### src/rbsc_pkg.sv
// Shared constants and types for the register-based slave core
`default_nettype none
package rbsc_pkg;
	// Address modes of the operational register window
	typedef enum logic [1:0] {
		RBSC_MODE_A16 = 2'h0,
		RBSC_MODE_A24 = 2'h1,
		RBSC_MODE_A32 = 2'h2,
		RBSC_MODE_A64 = 2'h3
	} rbsc_mode_t;

	// Access space tags on the link
	typedef enum logic [1:0] {
		RBSC_SP_SHORT = 2'h0,
		RBSC_SP_24 = 2'h1,
		RBSC_SP_32 = 2'h2,
		RBSC_SP_64 = 2'h3
	} rbsc_space_t;

	// Device lifecycle states
	typedef enum logic [4:0] {
		RBSC_ST_HARD = 5'h01,
		RBSC_ST_TEST = 5'h02,
		RBSC_ST_PASS = 5'h04,
		RBSC_ST_ACTIVE = 5'h08,
		RBSC_ST_HALT = 5'h10
	} rbsc_state_t;

	// Short window layout (relative byte offsets)
	localparam logic [5:0] CFG_LAST = 6'h05;
	localparam logic [5:0] OP_A16_FIRST = 6'h06;
	localparam logic [5:0] OP_EXT_FIRST = 6'h08;
	localparam logic [5:0] OP_LAST = 6'h3F;
	localparam logic [5:0] OP_A64_GAP_LO = 6'h1C;
	localparam logic [5:0] OP_A64_GAP_HI = 6'h1D;
	localparam logic [5:0] OP_A64_RESUME = 6'h1E;
	// Configuration register offsets inside 00..05
	localparam logic [5:0] CFG_ID_OFS = 6'h00;
	localparam logic [5:0] CFG_TYPE_OFS = 6'h02;
	localparam logic [5:0] CFG_CTRL_OFS = 6'h04;
	// Control word fields
	localparam int CTRL_RESET_BIT = 0;
	localparam int CTRL_EXT_EN_BIT = 15;
	localparam int CTRL_HALT_BIT = 1;
	localparam int CTRL_ACT_BIT = 2;
	// Status/ID fields and "none given" codes
	localparam int SID_EXT_LSB = 16;
	localparam int SID_CAUSE_LSB = 8;
	localparam logic [15:0] SID_NO_EXT = 16'hFFFF;
	localparam logic [7:0] SID_NO_CAUSE = 8'hFF;
	// Self test length and busy threshold
	localparam int CLK_MHZ = 100;
	localparam int TEST_NS = 1000;
	localparam int TEST_CYC = TEST_NS * CLK_MHZ / 1000;
	localparam int BUSY_US = 50;
	localparam int BUSY_CYC = BUSY_US * CLK_MHZ;
	// Extended block size in address bits
	localparam int BLK_BITS = 16;
	// Identity values; arbitrary
	localparam logic [15:0] ID_VALUE = 16'h0A5C;
	localparam logic [15:0] TYPE_VALUE = 16'h7123;
endpackage
`default_nettype wire

### src/rbsc_if.sv
// Link between the commander and the register-based slave core
`default_nettype none
interface rbsc_if;
	logic req;
	logic wr;
	logic [1:0] space;
	logic [63:0] addr;
	logic [15:0] wdata;
	logic ack;
	logic nak;
	logic [15:0] rdata;
	logic iack;
	logic irq;
	logic iack_done;
	logic [31:0] sid;
	logic sysreset;
	modport dev (
		input req, wr, space, addr, wdata, iack, sysreset,
		output ack, nak, rdata, irq, iack_done, sid
	);
	modport cmd (
		output req, wr, space, addr, wdata, iack, sysreset,
		input ack, nak, rdata, irq, iack_done, sid
	);
endinterface
`default_nettype wire

### src/rbsc_decode.sv
// Address decoder for the configuration and operational windows
`default_nettype none
module rbsc_decode (
	// Access
	input wire logic [1:0] space_i,
	input wire logic [63:0] addr_i,
	// Configuration
	input wire logic [1:0] mode_i,
	input wire logic [7:0] la_i,
	input wire logic [15:0] offset_i,
	input wire logic ext_en_i,
	// Result
	output logic cfg_o,
	output logic op_o,
	output logic ext_o,
	output logic [15:0] index_o
);
	logic [5:0] rel;
	logic short_hit;
	logic base_hit;

	// Short window is 64 bytes per logical address
	always_comb begin
		rel = addr_i[5:0];
		short_hit = (space_i == rbsc_pkg::RBSC_SP_SHORT) &&
			(addr_i[13:6] == la_i) && (addr_i[15:14] == 2'h3);
		cfg_o = 1'b0;
		op_o = 1'b0;
		ext_o = 1'b0;
		index_o = {10'h000, rel};
		if (short_hit) begin
			case (mode_i)
			rbsc_pkg::RBSC_MODE_A16: begin
				cfg_o = rel < rbsc_pkg::OP_A16_FIRST;
				op_o = !cfg_o; // [RQ5]
			end
			rbsc_pkg::RBSC_MODE_A64: begin
				// Offset word at 06 belongs to the configuration set
				cfg_o = rel < rbsc_pkg::OP_EXT_FIRST;
				op_o = (rel >= rbsc_pkg::OP_EXT_FIRST) &&
					(rel < rbsc_pkg::OP_A64_GAP_LO ||
					rel >= rbsc_pkg::OP_A64_RESUME); // [RQ8]
			end
			default: begin
				cfg_o = rel < rbsc_pkg::OP_EXT_FIRST; // Offset at 06
				op_o = rel >= rbsc_pkg::OP_EXT_FIRST; // [RQ6] [RQ7]
			end
			endcase
		end
		// Extended block placed by the offset register
		base_hit = (addr_i[31:16] == offset_i);
		if (ext_en_i && space_i != rbsc_pkg::RBSC_SP_SHORT &&
			space_i == mode_i && mode_i != rbsc_pkg::RBSC_MODE_A16) begin
			case (space_i)
			rbsc_pkg::RBSC_SP_24: ext_o = (addr_i[23:16] ==
				offset_i[15:8]) && (addr_i[63:24] == 40'h0); // [RQ6]
			rbsc_pkg::RBSC_SP_32: ext_o = base_hit &&
				(addr_i[63:32] == 32'h0); // [RQ7]
			default: ext_o = base_hit; // [RQ8]
			endcase
			if (ext_o) begin
				index_o = addr_i[15:0];
			end
		end
	end
endmodule
`default_nettype wire

### src/rbsc_device.sv
// Register-based slave core: decode, lifecycle, status/ID answer
// Overview of operation
// [RQ1] Status/ID word: extension, cause, logical address
// [RQ2] Cause and extension are device-defined, optional
// [RQ3] All ones means no cause/extension given
// [RQ4] Interrupt when long busy period ends
// [RQ5] Short-only mode: operational offsets 06..3F
// [RQ6] 24-bit mode: 08..3F plus offset block
// [RQ7] 32-bit mode: 08..3F plus offset block
// [RQ8] 64-bit mode: 08..1B, 1E..3F plus block
// [RQ9] Deactivated: no interrupt, no transfers
// [RQ10] System reset forces hard-reset state at once
// [RQ11] Reset bit set stops device operation
// [RQ12] Reset bit cleared: self test, then passed
// [RQ13] Soft reset keeps address and space assignment
// [RQ14] Non-hard termination keeps identity, offset, enable
// [RQ15] Commander restores consistency before reactivating
// [RQ16] Halt bit deactivates without self test
// [RQ17] Activate bit reactivates after soft reset
// [RQ18] Commander checks consistency after halt too
// [RQ19] Unmapped accesses are refused, not acknowledged
`default_nettype none
module rbsc_device #(
	parameter int BUSY_CYCLES = rbsc_pkg::BUSY_CYC
) (
	// Clock and reset
	input wire logic clk_i,
	input wire logic reset_n_i,
	// Link to commander
	rbsc_if.dev link,
	// Static configuration
	input wire logic [1:0] mode_i,
	input wire logic [7:0] la_init_i,
	// Device side
	input wire logic busy_i,
	input wire logic [7:0] cause_i,
	input wire logic cause_valid_i,
	input wire logic [15:0] op_rdata_i,
	output logic op_wr_o,
	output logic [15:0] op_index_o,
	output logic [15:0] op_wdata_o,
	output logic active_o
);
	rbsc_pkg::rbsc_state_t st_q, st_d;
	logic [2:0] sync_q, sync_d;
	logic [7:0] la_q, la_d;
	logic [15:0] ofs_q, ofs_d;
	logic ext_en_q, ext_en_d, rst_bit_q, rst_bit_d;
	logic irq_en_q, irq_en_d, irq_q, irq_d, busy_q, busy_d, long_q, long_d;
	logic [12:0] bcnt_q, bcnt_d;
	logic [7:0] tcnt_q, tcnt_d;
	logic ack_q, ack_d, nak_q, nak_d, done_q, done_d, op_wr_q, op_wr_d;
	logic [15:0] rdata_q, rdata_d, idx_q, idx_d, wd_q, wd_d;
	logic [31:0] sid_q, sid_d;
	logic [1:0] in_sync_q, in_sync_d;
	logic cfg_hit, op_hit, ext_hit, strobe, iack_stb, hard;
	logic [15:0] dec_idx;
	logic [5:0] rel;

	rbsc_decode u_dec (
		.space_i(link.space),
		.addr_i(link.addr),
		.mode_i(mode_i),
		.la_i(la_q),
		.offset_i(ofs_q),
		.ext_en_i(ext_en_q),
		.cfg_o(cfg_hit),
		.op_o(op_hit),
		.ext_o(ext_hit),
		.index_o(dec_idx)
	);

	// Link strobes arrive from another board, so synchronise them
	assign strobe = sync_q[2] && !ack_q && !nak_q;
	assign iack_stb = in_sync_q[1] && !done_q;
	assign hard = link.sysreset; // Commander drives it from a flop
	assign rel = link.addr[5:0];

	// Next-state logic for lifecycle, registers and link answers
	always_comb begin
		st_d = st_q;
		sync_d = {sync_q[1], sync_q[0], link.req};
		in_sync_d = {in_sync_q[0], link.iack};
		la_d = la_q;
		ofs_d = ofs_q;
		ext_en_d = ext_en_q;
		rst_bit_d = rst_bit_q;
		irq_en_d = irq_en_q;
		irq_d = irq_q;
		busy_d = busy_i;
		long_d = long_q;
		bcnt_d = bcnt_q;
		tcnt_d = tcnt_q;
		ack_d = ack_q && sync_q[2];
		nak_d = nak_q && sync_q[2];
		done_d = done_q && in_sync_q[1];
		op_wr_d = 1'b0;
		rdata_d = rdata_q;
		idx_d = idx_q;
		wd_d = wd_q;
		sid_d = sid_q;
		// Lifecycle
		case (st_q)
		rbsc_pkg::RBSC_ST_HARD: begin
			la_d = la_init_i; // Strap caught after release
			st_d = rbsc_pkg::RBSC_ST_TEST; // [RQ10]
			tcnt_d = 8'h00;
		end
		rbsc_pkg::RBSC_ST_TEST: begin
			if (rst_bit_q) begin
				st_d = rbsc_pkg::RBSC_ST_HALT; // [RQ11]
			end else if (tcnt_q == 8'(rbsc_pkg::TEST_CYC - 1)) begin
				st_d = rbsc_pkg::RBSC_ST_PASS; // [RQ12]
			end else begin
				tcnt_d = tcnt_q + 8'h01;
			end
		end
		rbsc_pkg::RBSC_ST_PASS,
		rbsc_pkg::RBSC_ST_ACTIVE,
		rbsc_pkg::RBSC_ST_HALT: begin
			if (rst_bit_q) begin
				st_d = rbsc_pkg::RBSC_ST_HALT; // [RQ11]
			end
		end
		default: st_d = rbsc_pkg::RBSC_ST_HARD;
		endcase
		// Interrupt acknowledge; a busy end in this cycle sets irq again
		if (iack_stb && irq_q) begin
			done_d = 1'b1;
			irq_d = 1'b0;
			sid_d[7:0] = la_q; // [RQ1]
			sid_d[15:rbsc_pkg::SID_CAUSE_LSB] = cause_valid_i ?
				cause_i : rbsc_pkg::SID_NO_CAUSE; // [RQ2] [RQ3]
			sid_d[31:rbsc_pkg::SID_EXT_LSB] = rbsc_pkg::SID_NO_EXT; // [RQ3]
		end
		// Busy-period timer: only long busy spans raise interrupt
		if (busy_i && bcnt_q != 13'(BUSY_CYCLES)) begin
			bcnt_d = bcnt_q + 13'h0001;
		end else if (!busy_i) begin
			bcnt_d = 13'h0000;
		end
		if (busy_i && bcnt_q == 13'(BUSY_CYCLES)) begin
			long_d = 1'b1;
		end
		if (busy_q && !busy_i && long_q) begin
			long_d = 1'b0;
			if (irq_en_q && st_q == rbsc_pkg::RBSC_ST_ACTIVE) begin
				irq_d = 1'b1; // [RQ4]
			end
		end
		// Register access
		if (strobe) begin
			if (cfg_hit) begin
				ack_d = 1'b1;
				rdata_d = 16'h0000;
				case (rel & 6'h3E)
				rbsc_pkg::CFG_ID_OFS: rdata_d = rbsc_pkg::ID_VALUE;
				rbsc_pkg::CFG_TYPE_OFS: rdata_d = rbsc_pkg::TYPE_VALUE;
				rbsc_pkg::CFG_CTRL_OFS: begin
					rdata_d[rbsc_pkg::CTRL_RESET_BIT] = rst_bit_q;
					rdata_d[rbsc_pkg::CTRL_EXT_EN_BIT] = ext_en_q;
					rdata_d[rbsc_pkg::CTRL_ACT_BIT] =
						st_q == rbsc_pkg::RBSC_ST_ACTIVE;
					rdata_d[rbsc_pkg::CTRL_HALT_BIT] =
						st_q == rbsc_pkg::RBSC_ST_HALT;
					if (link.wr) begin
						rst_bit_d = link.wdata[rbsc_pkg::CTRL_RESET_BIT];
						ext_en_d = link.wdata[rbsc_pkg::CTRL_EXT_EN_BIT];
						// Clearing reset restarts self test
						if (rst_bit_q && !rst_bit_d) begin
							st_d = rbsc_pkg::RBSC_ST_TEST; // [RQ12]
							tcnt_d = 8'h00;
						end else if (!rst_bit_d &&
							link.wdata[rbsc_pkg::CTRL_HALT_BIT]) begin
							st_d = rbsc_pkg::RBSC_ST_HALT; // [RQ16]
						end else if (!rst_bit_d &&
							link.wdata[rbsc_pkg::CTRL_ACT_BIT] &&
							st_q != rbsc_pkg::RBSC_ST_TEST) begin
							st_d = rbsc_pkg::RBSC_ST_ACTIVE; // [RQ17]
						end
						irq_en_d = link.wdata[rbsc_pkg::CTRL_ACT_BIT + 1];
					end
				end
				default: begin
					rdata_d = ofs_q; // Offset word at 06 in cfg range
					if (link.wr) begin
						ofs_d = link.wdata;
					end
				end
				endcase
			end else if ((op_hit || ext_hit) &&
				st_q == rbsc_pkg::RBSC_ST_ACTIVE) begin
				ack_d = 1'b1;
				idx_d = dec_idx;
				wd_d = link.wdata;
				op_wr_d = link.wr;
				rdata_d = op_rdata_i;
			end else begin
				nak_d = 1'b1; // [RQ19]
			end
		end
		// Deactivated devices drop interrupt requests
		if (st_d != rbsc_pkg::RBSC_ST_ACTIVE) begin
			irq_d = 1'b0; // [RQ9]
		end
		// Soft paths never touch la, offset, enable
		if (hard) begin
			st_d = rbsc_pkg::RBSC_ST_HARD; // [RQ10] [RQ13] [RQ14]
			ext_en_d = 1'b0;
			rst_bit_d = 1'b0;
		end
	end

	// Registers
	always_ff @(posedge clk_i or negedge reset_n_i) begin
		if (!reset_n_i) begin
			st_q <= rbsc_pkg::RBSC_ST_HARD; // [RQ10]
			sync_q <= 3'h0;
			in_sync_q <= 2'h0;
			la_q <= 8'hFF;
			ofs_q <= 16'h0000;
			ext_en_q <= 1'b0;
			rst_bit_q <= 1'b0;
			irq_en_q <= 1'b0;
			irq_q <= 1'b0;
			busy_q <= 1'b0;
			long_q <= 1'b0;
			bcnt_q <= 13'h0000;
			tcnt_q <= 8'h00;
			ack_q <= 1'b0;
			nak_q <= 1'b0;
			done_q <= 1'b0;
			op_wr_q <= 1'b0;
			rdata_q <= 16'h0000;
			idx_q <= 16'h0000;
			wd_q <= 16'h0000;
			sid_q <= 32'h0000_0000;
		end else begin
			st_q <= st_d;
			sync_q <= sync_d;
			in_sync_q <= in_sync_d;
			la_q <= la_d;
			ofs_q <= ofs_d;
			ext_en_q <= ext_en_d;
			rst_bit_q <= rst_bit_d;
			irq_en_q <= irq_en_d;
			irq_q <= irq_d;
			busy_q <= busy_d;
			long_q <= long_d;
			bcnt_q <= bcnt_d;
			tcnt_q <= tcnt_d;
			ack_q <= ack_d;
			nak_q <= nak_d;
			done_q <= done_d;
			op_wr_q <= op_wr_d;
			rdata_q <= rdata_d;
			idx_q <= idx_d;
			wd_q <= wd_d;
			sid_q <= sid_d;
		end
	end

	// Outputs straight from flip-flops, except active_o, which is decoded from st_q
	assign link.ack = ack_q;
	assign link.nak = nak_q;
	assign link.rdata = rdata_q;
	assign link.irq = irq_q;
	assign link.iack_done = done_q;
	assign link.sid = sid_q;
	assign op_wr_o = op_wr_q;
	assign op_index_o = idx_q;
	assign op_wdata_o = wd_q;
	assign active_o = st_q == rbsc_pkg::RBSC_ST_ACTIVE;
endmodule
`default_nettype wire

### src/flat_wrapper.sv
// flat-port wrapper written by rule: the top's interface ports become plain ports
module rbsc_device_flat 
#(
	parameter int BUSY_CYCLES = rbsc_pkg::BUSY_CYC
)
  (clk_i, reset_n_i, mode_i, la_init_i, busy_i, cause_i, cause_valid_i, op_rdata_i, op_wr_o, op_index_o, op_wdata_o, active_o, link_req, link_wr, link_space, link_addr, link_wdata, link_iack, link_sysreset, link_ack, link_nak, link_rdata, link_irq, link_iack_done, link_sid);
  rbsc_if link_i ();
  input wire logic clk_i;
  input wire logic reset_n_i;
  input wire logic [1:0] mode_i;
  input wire logic [7:0] la_init_i;
  input wire logic busy_i;
  input wire logic [7:0] cause_i;
  input wire logic cause_valid_i;
  input wire logic [15:0] op_rdata_i;
  output logic op_wr_o;
  output logic [15:0] op_index_o;
  output logic [15:0] op_wdata_o;
  output logic active_o;
  input wire logic [$bits(link_i.req)-1:0] link_req;
  input wire logic [$bits(link_i.wr)-1:0] link_wr;
  input wire logic [$bits(link_i.space)-1:0] link_space;
  input wire logic [$bits(link_i.addr)-1:0] link_addr;
  input wire logic [$bits(link_i.wdata)-1:0] link_wdata;
  input wire logic [$bits(link_i.iack)-1:0] link_iack;
  input wire logic [$bits(link_i.sysreset)-1:0] link_sysreset;
  output wire logic [$bits(link_i.ack)-1:0] link_ack;
  output wire logic [$bits(link_i.nak)-1:0] link_nak;
  output wire logic [$bits(link_i.rdata)-1:0] link_rdata;
  output wire logic [$bits(link_i.irq)-1:0] link_irq;
  output wire logic [$bits(link_i.iack_done)-1:0] link_iack_done;
  output wire logic [$bits(link_i.sid)-1:0] link_sid;
  assign link_i.req = link_req;
  assign link_i.wr = link_wr;
  assign link_i.space = link_space;
  assign link_i.addr = link_addr;
  assign link_i.wdata = link_wdata;
  assign link_i.iack = link_iack;
  assign link_i.sysreset = link_sysreset;
  assign link_ack = link_i.ack;
  assign link_nak = link_i.nak;
  assign link_rdata = link_i.rdata;
  assign link_irq = link_i.irq;
  assign link_iack_done = link_i.iack_done;
  assign link_sid = link_i.sid;
  rbsc_device #(.BUSY_CYCLES(BUSY_CYCLES)) u_core (.clk_i(clk_i), .reset_n_i(reset_n_i), .link(link_i), .mode_i(mode_i), .la_init_i(la_init_i), .busy_i(busy_i), .cause_i(cause_i), .cause_valid_i(cause_valid_i), .op_rdata_i(op_rdata_i), .op_wr_o(op_wr_o), .op_index_o(op_index_o), .op_wdata_o(op_wdata_o), .active_o(active_o));
endmodule
### config.mk
export PLATFORM = sky130hd
export DESIGN_NAME = rbsc_device_flat
export DESIGN_NICKNAME = d
export VERILOG_FILES = /design/src/rbsc_pkg.sv /design/src/rbsc_if.sv /design/src/rbsc_decode.sv /design/src/rbsc_device.sv /design/src/flat_wrapper.sv
export SDC_FILE = /design/constraint.sdc
export NUM_CORES = 1
export LEC_CHECK = 0
export BUFFER_PORTS_ARGS = -buffer_cell sky130_fd_sc_hd__buf_2
export CAP_MARGIN = 40
export CORE_UTILIZATION = 55
export DETAILED_ROUTE_END_ITERATION = 6
export PLACE_DENSITY = 0.85
export SLEW_MARGIN = 25
export SYNTH_ARGS = -nofsm -noshare
export SYNTH_HDL_FRONTEND = slang
export SYNTH_SLANG_ARGS = --single-unit
### constraint.sdc
create_clock -name clk_i -period 9.1 [get_ports clk_i]
set_clock_uncertainty 0.15 [all_clocks]
set_input_delay 1.82 -clock clk_i [delete_from_list [all_inputs] [get_ports clk_i]]
set_output_delay 1.82 -clock clk_i [all_outputs]
set_load 0.05 [all_outputs]
==> results.toml, run 1 <==
[worst_setup_path]
cp.buffers_inverters = 3
reg2reg_slack_ns = 5.23
path_depth = 11
cp_cell_sequence = "buf_2 -> inv_1 -> ha_1 -> nand3_1 -> or2b_1 -> or4_1 -> or4_1 -> and3_1 -> nand2_1 -> buf_4 -> mux2_2"
slowest_stage = "or4_1"
critPathMaxStageDelay_ns = 0.73
rr_startpoint = "u_core.la_q[5]"
r2r-end = "u_core.op_wdata_o[5]"
cp-start-kind = "input pin"
cp-endpoint = "u_core.op_wdata_o[5]"
ff2ff_path_depth = 8
startpoint = "link_space[1]"
endpoint_kind = "register"
crit_path_frequent_cell = "or4_1"
crit_fanout = 28
cp_top_family = "simple AND/OR/NAND/NOR gates"
cp.arrival_ns = 5.13
crit_type = "in2reg"
required_ns = 9.25

[clocking]
ctsResizeCount = 0
cts_tree = "yes"
cts-root-buf = "clkbuf_16"
htree_levels = 4
cts_buffers = 17
cts_sinks = 130
ctsHoldBuffers = 0
postCtsSetupRepairBufs = 0
clk_path_buf_depth = 2
clkLatencyLatePin_ns = 0.42
clk_pin_slew_ns = 0.06

[place]
gp_congestion = 0.920
hpwlAfterDp_mm = 12.8
dpl.cell_count = 942
io_buffers = 209

[outcome]
status = "complete, but fails checks"
violations = "DRC"

[synthesis]
synth_edf_count = 0
synth-seq-cells = 130
ys_async_sr_fraction = 1.00
syn-mean-instance-area_um2 = 10.6
ys_seq_area_frac = 0.496
synth_cell_types = 49
synth-warning-count = 0
yosys.area.top_type_share = 0.460
syn-instance-count = 623
synth_area_mm2 = 0.00658
synthesis.nets = 755
ys.flop_type = "dfrtp_1"
synth_top_area_cell = "dfrtp_1"
synth_area_leaders = "dfrtp_1, mux2_2, xnor2_1, nand2_1, dfstp_2"

[floorplan]
dieArea_mm2 = 0.0124
num_io_pins = 210
die-width_um = 111
start_util = 0.571
chipHeight_um = 111
num_rows = 39
core_area_mm2 = 0.0115

[routing]
ant_nets = 0
drt-vias-per-instance = 5.71
drtIter0Drc = 461
wire_per_inst_um = 17.8
vias = 5580
routed_wl_mm = 17.4
drc = 39
first_pass_iters = 7

[sta]
period_needed_ns = 4.97
fin_crit_sh = 0.547
rsz0062_at_grt = "false"
worst_pin_slew_ns = 0.736
fin_setup_tns_ns = 0
max_freq_mhz = 201
hold_viol = 0
max_slew_margin = 0.506
finalSetupViolCount = 0
slew_violations = 0
holdWs_ns = 0.210

[power_and_ir_drop]
finalPower_uw = 1540
ir_drop_uv = 152
p_per_area_mw_per_mm2 = 185
leakagePower_uw = 0.00429

[global_route]
grt_usage = 0.294
grt_max_degree = 56
grt_overflow = 0
antenna_found_initial = 0
grt_pass1_wl_mm = 28.0
grt_pass1_vias = 5560

[cells_and_area]
syn2layout_area_growth_pct = 26.3
drive_above_1_share = 0.400
layoutNonFillerInstCount = 977
num-nets-final = 953
num_antenna_cells = 0

[min_path]
hp-class = "reg2reg"

[run]
max_cap_viol_count = 0
==> kinds of logic (layout without fill, tap and decap cells) <==
| family | after synthesis | after routing | share of synthesized area |
|---|---|---|---|
| compound gates | 86 | 86 | 0.0729 |
| xor+xnor | 46 | 46 | 0.0613 |
| mux | 76 | 76 | 0.135 |
| fa+ha+maj | 8 | 8 | 0.0152 |
| simple gates | 228 | 228 | 0.178 |
| flops | 130 | 130 | 0.496 |
| buf+inv | 49 | 260 | 0.0409 |
==> cell type report <==
type                    instances  area [µm²]
clock buffers                  19         443
multi-input cells             444        3040
well taps                     143         179
fillers                       792        3210
flip-flops and latches        130        3260
inverters                      12        45.0
clock inverters                13         198
repair buffers                216        1140
==> cell usage in the layout, fill, tap and decap left out, types with 9 or more instances in the layout <==
master / instances
dfstp_2: 9
clkbuf_16: 17
a21oi_1: 33
buf_2: 208
and2_1: 15
dfrtp_1: 121
mux2_2: 64
nor2b_1: 13
inv_1: 12
mux2_4: 10
o21ai_0: 33
nor2_1: 41
nand2_1: 69
nand3_1: 26
nor4_1: 15
xnor2_1: 41
nand4_1: 13
==> registers in the layout, summed over array words and instances (netlist names) <==
name,count
u_core.link.rdata,16
u_core.irq_en_q,1
u_core.link.sid,17
u_core.tcnt_q,8
u_core.link.ack,1
u_core.link.nak,1
u_core.link.iack_done,1
u_core.st_q,5
u_core.busy_q,1
u_core.in_sync_q,2
u_core.bcnt_q,13
u_core.ext_en_q,1
u_core.ofs_q,16
u_core.long_q,1
u_core.rst_bit_q,1
u_core.link.irq,1
u_core.sync_q,3
u_core.la_q,8
u_core.op_wr_o,1
u_core.op_wdata_o,16
u_core.op_index_o,16
==> synthesized netlist by cell type, drive strengths merged (12+ instances only) <==
cell type  instances
dfrtp            121
mux2              74
nand2             69
nor2              41
xnor2             41
o21ai             35
a21oi             33
nand3             26
buf               24
nor4              16
and2              15
clkbuf            13
nand4             13
nor2b             13
inv               12
==> metal layers <==
| metal | part of all wire | GRT usage | up-vias |
|---|---|---|---|
| li1 | - | - | 2568 |
| met1 | 0.39 | 0.349 | 2713 |
| met2 | 0.51 | 0.499 | 254 |
| met3 | 0.069 | 0.0702 | 45 |
| met4 | 0.035 | 0.155 | 0 |
| met5 | 0 | 0 | - |
==> per-stage QoR <==
stage | util | cell area [µm²] | worst slack [ns]
2_1_floorplan | - | 6580 | 4.79
4_1_cts | 0.719 | 8280 | 4.17
5_1_grt | 0.722 | 8310 | 3.96
6_report | 0.722 | 8310 | 4.13
3_5_place_dp | 0.663 | 7630 | 3.74
3_3_place_gp | 0.661 | 7610 | 3.88
==> power breakdown <==
group          total [µW]  internal [µW]  switching [µW]
clock network         732            470             262
logic                 166           75.2            90.7
registers             639            613            26.1
==> worst min path at each step <==
stage | startpoint | endpoint | cells past startpoint | slack, ns
after floorplan | u_core.in_sync_q[0] | u_core.in_sync_q[1] | 0 | 0.18
after global placement | u_core.in_sync_q[0] | u_core.in_sync_q[1] | 0 | 0.19
after detailed placement | u_core.in_sync_q[0] | u_core.in_sync_q[1] | 0 | 0.19
after CTS | u_core.in_sync_q[0] | u_core.in_sync_q[1] | 0 | 0.21
after global routing | u_core.in_sync_q[0] | u_core.in_sync_q[1] | 0 | 0.22
final | u_core.in_sync_q[0] | u_core.in_sync_q[1] | 0 | 0.21
(Power assumes the default switching activity.)
==> inputs of run 2 (changes only) <==
CORE_UTILIZATION = 51   (was 55)
PLACE_DENSITY = 0.8   (was 0.85)
clock period = 5 ns   (was 9.1 ns; I/O delays follow)
==> results.toml, run 2 (synthesized netlist as in run 1, its figures left out) <==
[worst_setup_path]
r2r-end = "u_core.op_wdata_o[4]"
cp_top_family = "simple AND/OR/NAND/NOR gates"
required_ns = 5.15
crit_fanout = 27
crit_type = "in2reg"
cp.buffers_inverters = 4
rr_startpoint = "u_core.la_q[4]"
cp-start-kind = "input pin"
cp_cell_sequence = "buf_2 -> inv_1 -> ha_1 -> nand3_1 -> or2b_1 -> or4_1 -> or4_1 -> buf_4 -> and3_1 -> nand2_1 -> buf_4 -> mux2_2"
startpoint = "link_space[0]"
endpoint_kind = "register"
cp.arrival_ns = 4.09
critPathMaxStageDelay_ns = 0.41
reg2reg_slack_ns = 1.40
slowest_stage = "or4_1"
path_depth = 12
ff2ff_path_depth = 9

[sta]
fin_setup_tns_ns = 0
max_slew_margin = 0.497
period_needed_ns = 3.94
fin_crit_sh = 0.788
rsz0062_at_grt = "false"
finalSetupViolCount = 0
worst_pin_slew_ns = 0.749
slew_violations = 0
max_freq_mhz = 254
hold_viol = 0

[power_and_ir_drop]
p_per_area_mw_per_mm2 = 323
finalPower_uw = 2680
ir_drop_uv = 247
leakagePower_uw = 0.00426

[routing]
wire_per_inst_um = 15.9
drc = 0
vias = 5406
first_pass_iters = 5
routed_wl_mm = 16.0
drtIter0Drc = 531
drt-vias-per-instance = 5.37
ant_nets = 0

[floorplan]
num_io_pins = 210
die-width_um = 116
core_area_mm2 = 0.0126
dieArea_mm2 = 0.0134
chipHeight_um = 116
start_util = 0.521
num_rows = 41

[clocking]
cts-root-buf = "clkbuf_16"
ctsResizeCount = 0
cts_sinks = 130
clk_path_buf_depth = 2
clk_pin_slew_ns = 0.06
ctsHoldBuffers = 0
postCtsSetupRepairBufs = 0
cts_buffers = 17
clkLatencyLatePin_ns = 0.42
htree_levels = 4
cts_tree = "yes"

[place]
hpwlAfterDp_mm = 11.9
io_buffers = 209
gp_congestion = 0.955

[global_route]
grt_overflow = 0
antenna_found_initial = 0
busiest_layer = "met2"
grt_pass1_wl_mm = 25.0
grt_use_met1 = 0.334
grt_use_met2 = 0.384
grt_usage = 0.247
grt_max_degree = 41
grtUsageMet3 = 0.0659
grt_pass1_vias = 4990

[cells_and_area]
drive_above_1_share = 0.401
final_cell_mix = "buf_2, dfrtp_1, nand2_1, mux2_2"
num-nets-final = 955
nFillCells = 996
syn2layout_area_growth_pct = 26.1
layout_commonest_cell = "buf_2"
largest_register_ffs = 17
num_antenna_cells = 0

[min_path]
hp-class = "reg2reg"
min_from = "u_core.sync_q[1]"
hold_depth = 0
min_to = "u_core.sync_q[2]"

[outcome]
status = "finished, final reports clean"

[run]
max_cap_viol_count = 0
==> run 2: layer usage <==
layer / share of wire / vias up / wire length [µm]
li1: - / 2577 / -
met1: 0.44 / 2587 / 7030
met2: 0.48 / 219 / 7610
met3: 0.066 / 23 / 1050
met4: 0.018 / 0 / 284
met5: 0 / - / 0
==> run 2: worst max-delay path by stage <==
| stage | to |
|---|---|
| final | u_core.op_wdata_o[4] |
| after global routing | u_core.op_index_o[5] |
| after CTS | u_core.op_wdata_o[4] |
| after detailed placement | u_core.op_wdata_o[14] |
| after global placement | u_core.op_wdata_o[13] |
| after floorplan | u_core.ofs_q[10] |
==> run 2: final cells by class <==
| class | instances | area (µm²) | area share |
|---|---|---|---|
| clock inverters | 11 | 130 | 0.0157 |
| repair buffers | 218 | 1140 | 0.137 |
| well taps | 172 | 215 | 0.0259 |
| flip-flops and latches | 130 | 3260 | 0.394 |
| multi-input cells | 444 | 3040 | 0.367 |
| clock buffers | 20 | 457 | 0.0551 |
| inverters | 12 | 45.0 | 0.00543 |
==> run 2: metrics by stage <==
| stage | cell area (µm²) | instances | util | hold slack [ns] | setup WS, ns |
|---|---|---|---|---|---|
| floorplan | 6580 | 623 | - | 0.181 | 1.51 |
| global placement | 7660 | 973 | 0.607 | 0.185 | 0.808 |
| detailed placement | 7690 | 975 | 0.610 | 0.185 | 0.679 |
| CTS | 8280 | 1006 | 0.656 | 0.198 | 1.11 |
| global route | 8300 | 1007 | 0.657 | 0.211 | 0.898 |
| finish | 8300 | 1007 | 0.657 | 0.196 | 1.06 |
==> run 2: power breakdown <==
part	internal, µW	switching, µW	total (µW)
Clock	760	462	1220
Sequential	1120	44.8	1160
Combinational	136	161	297
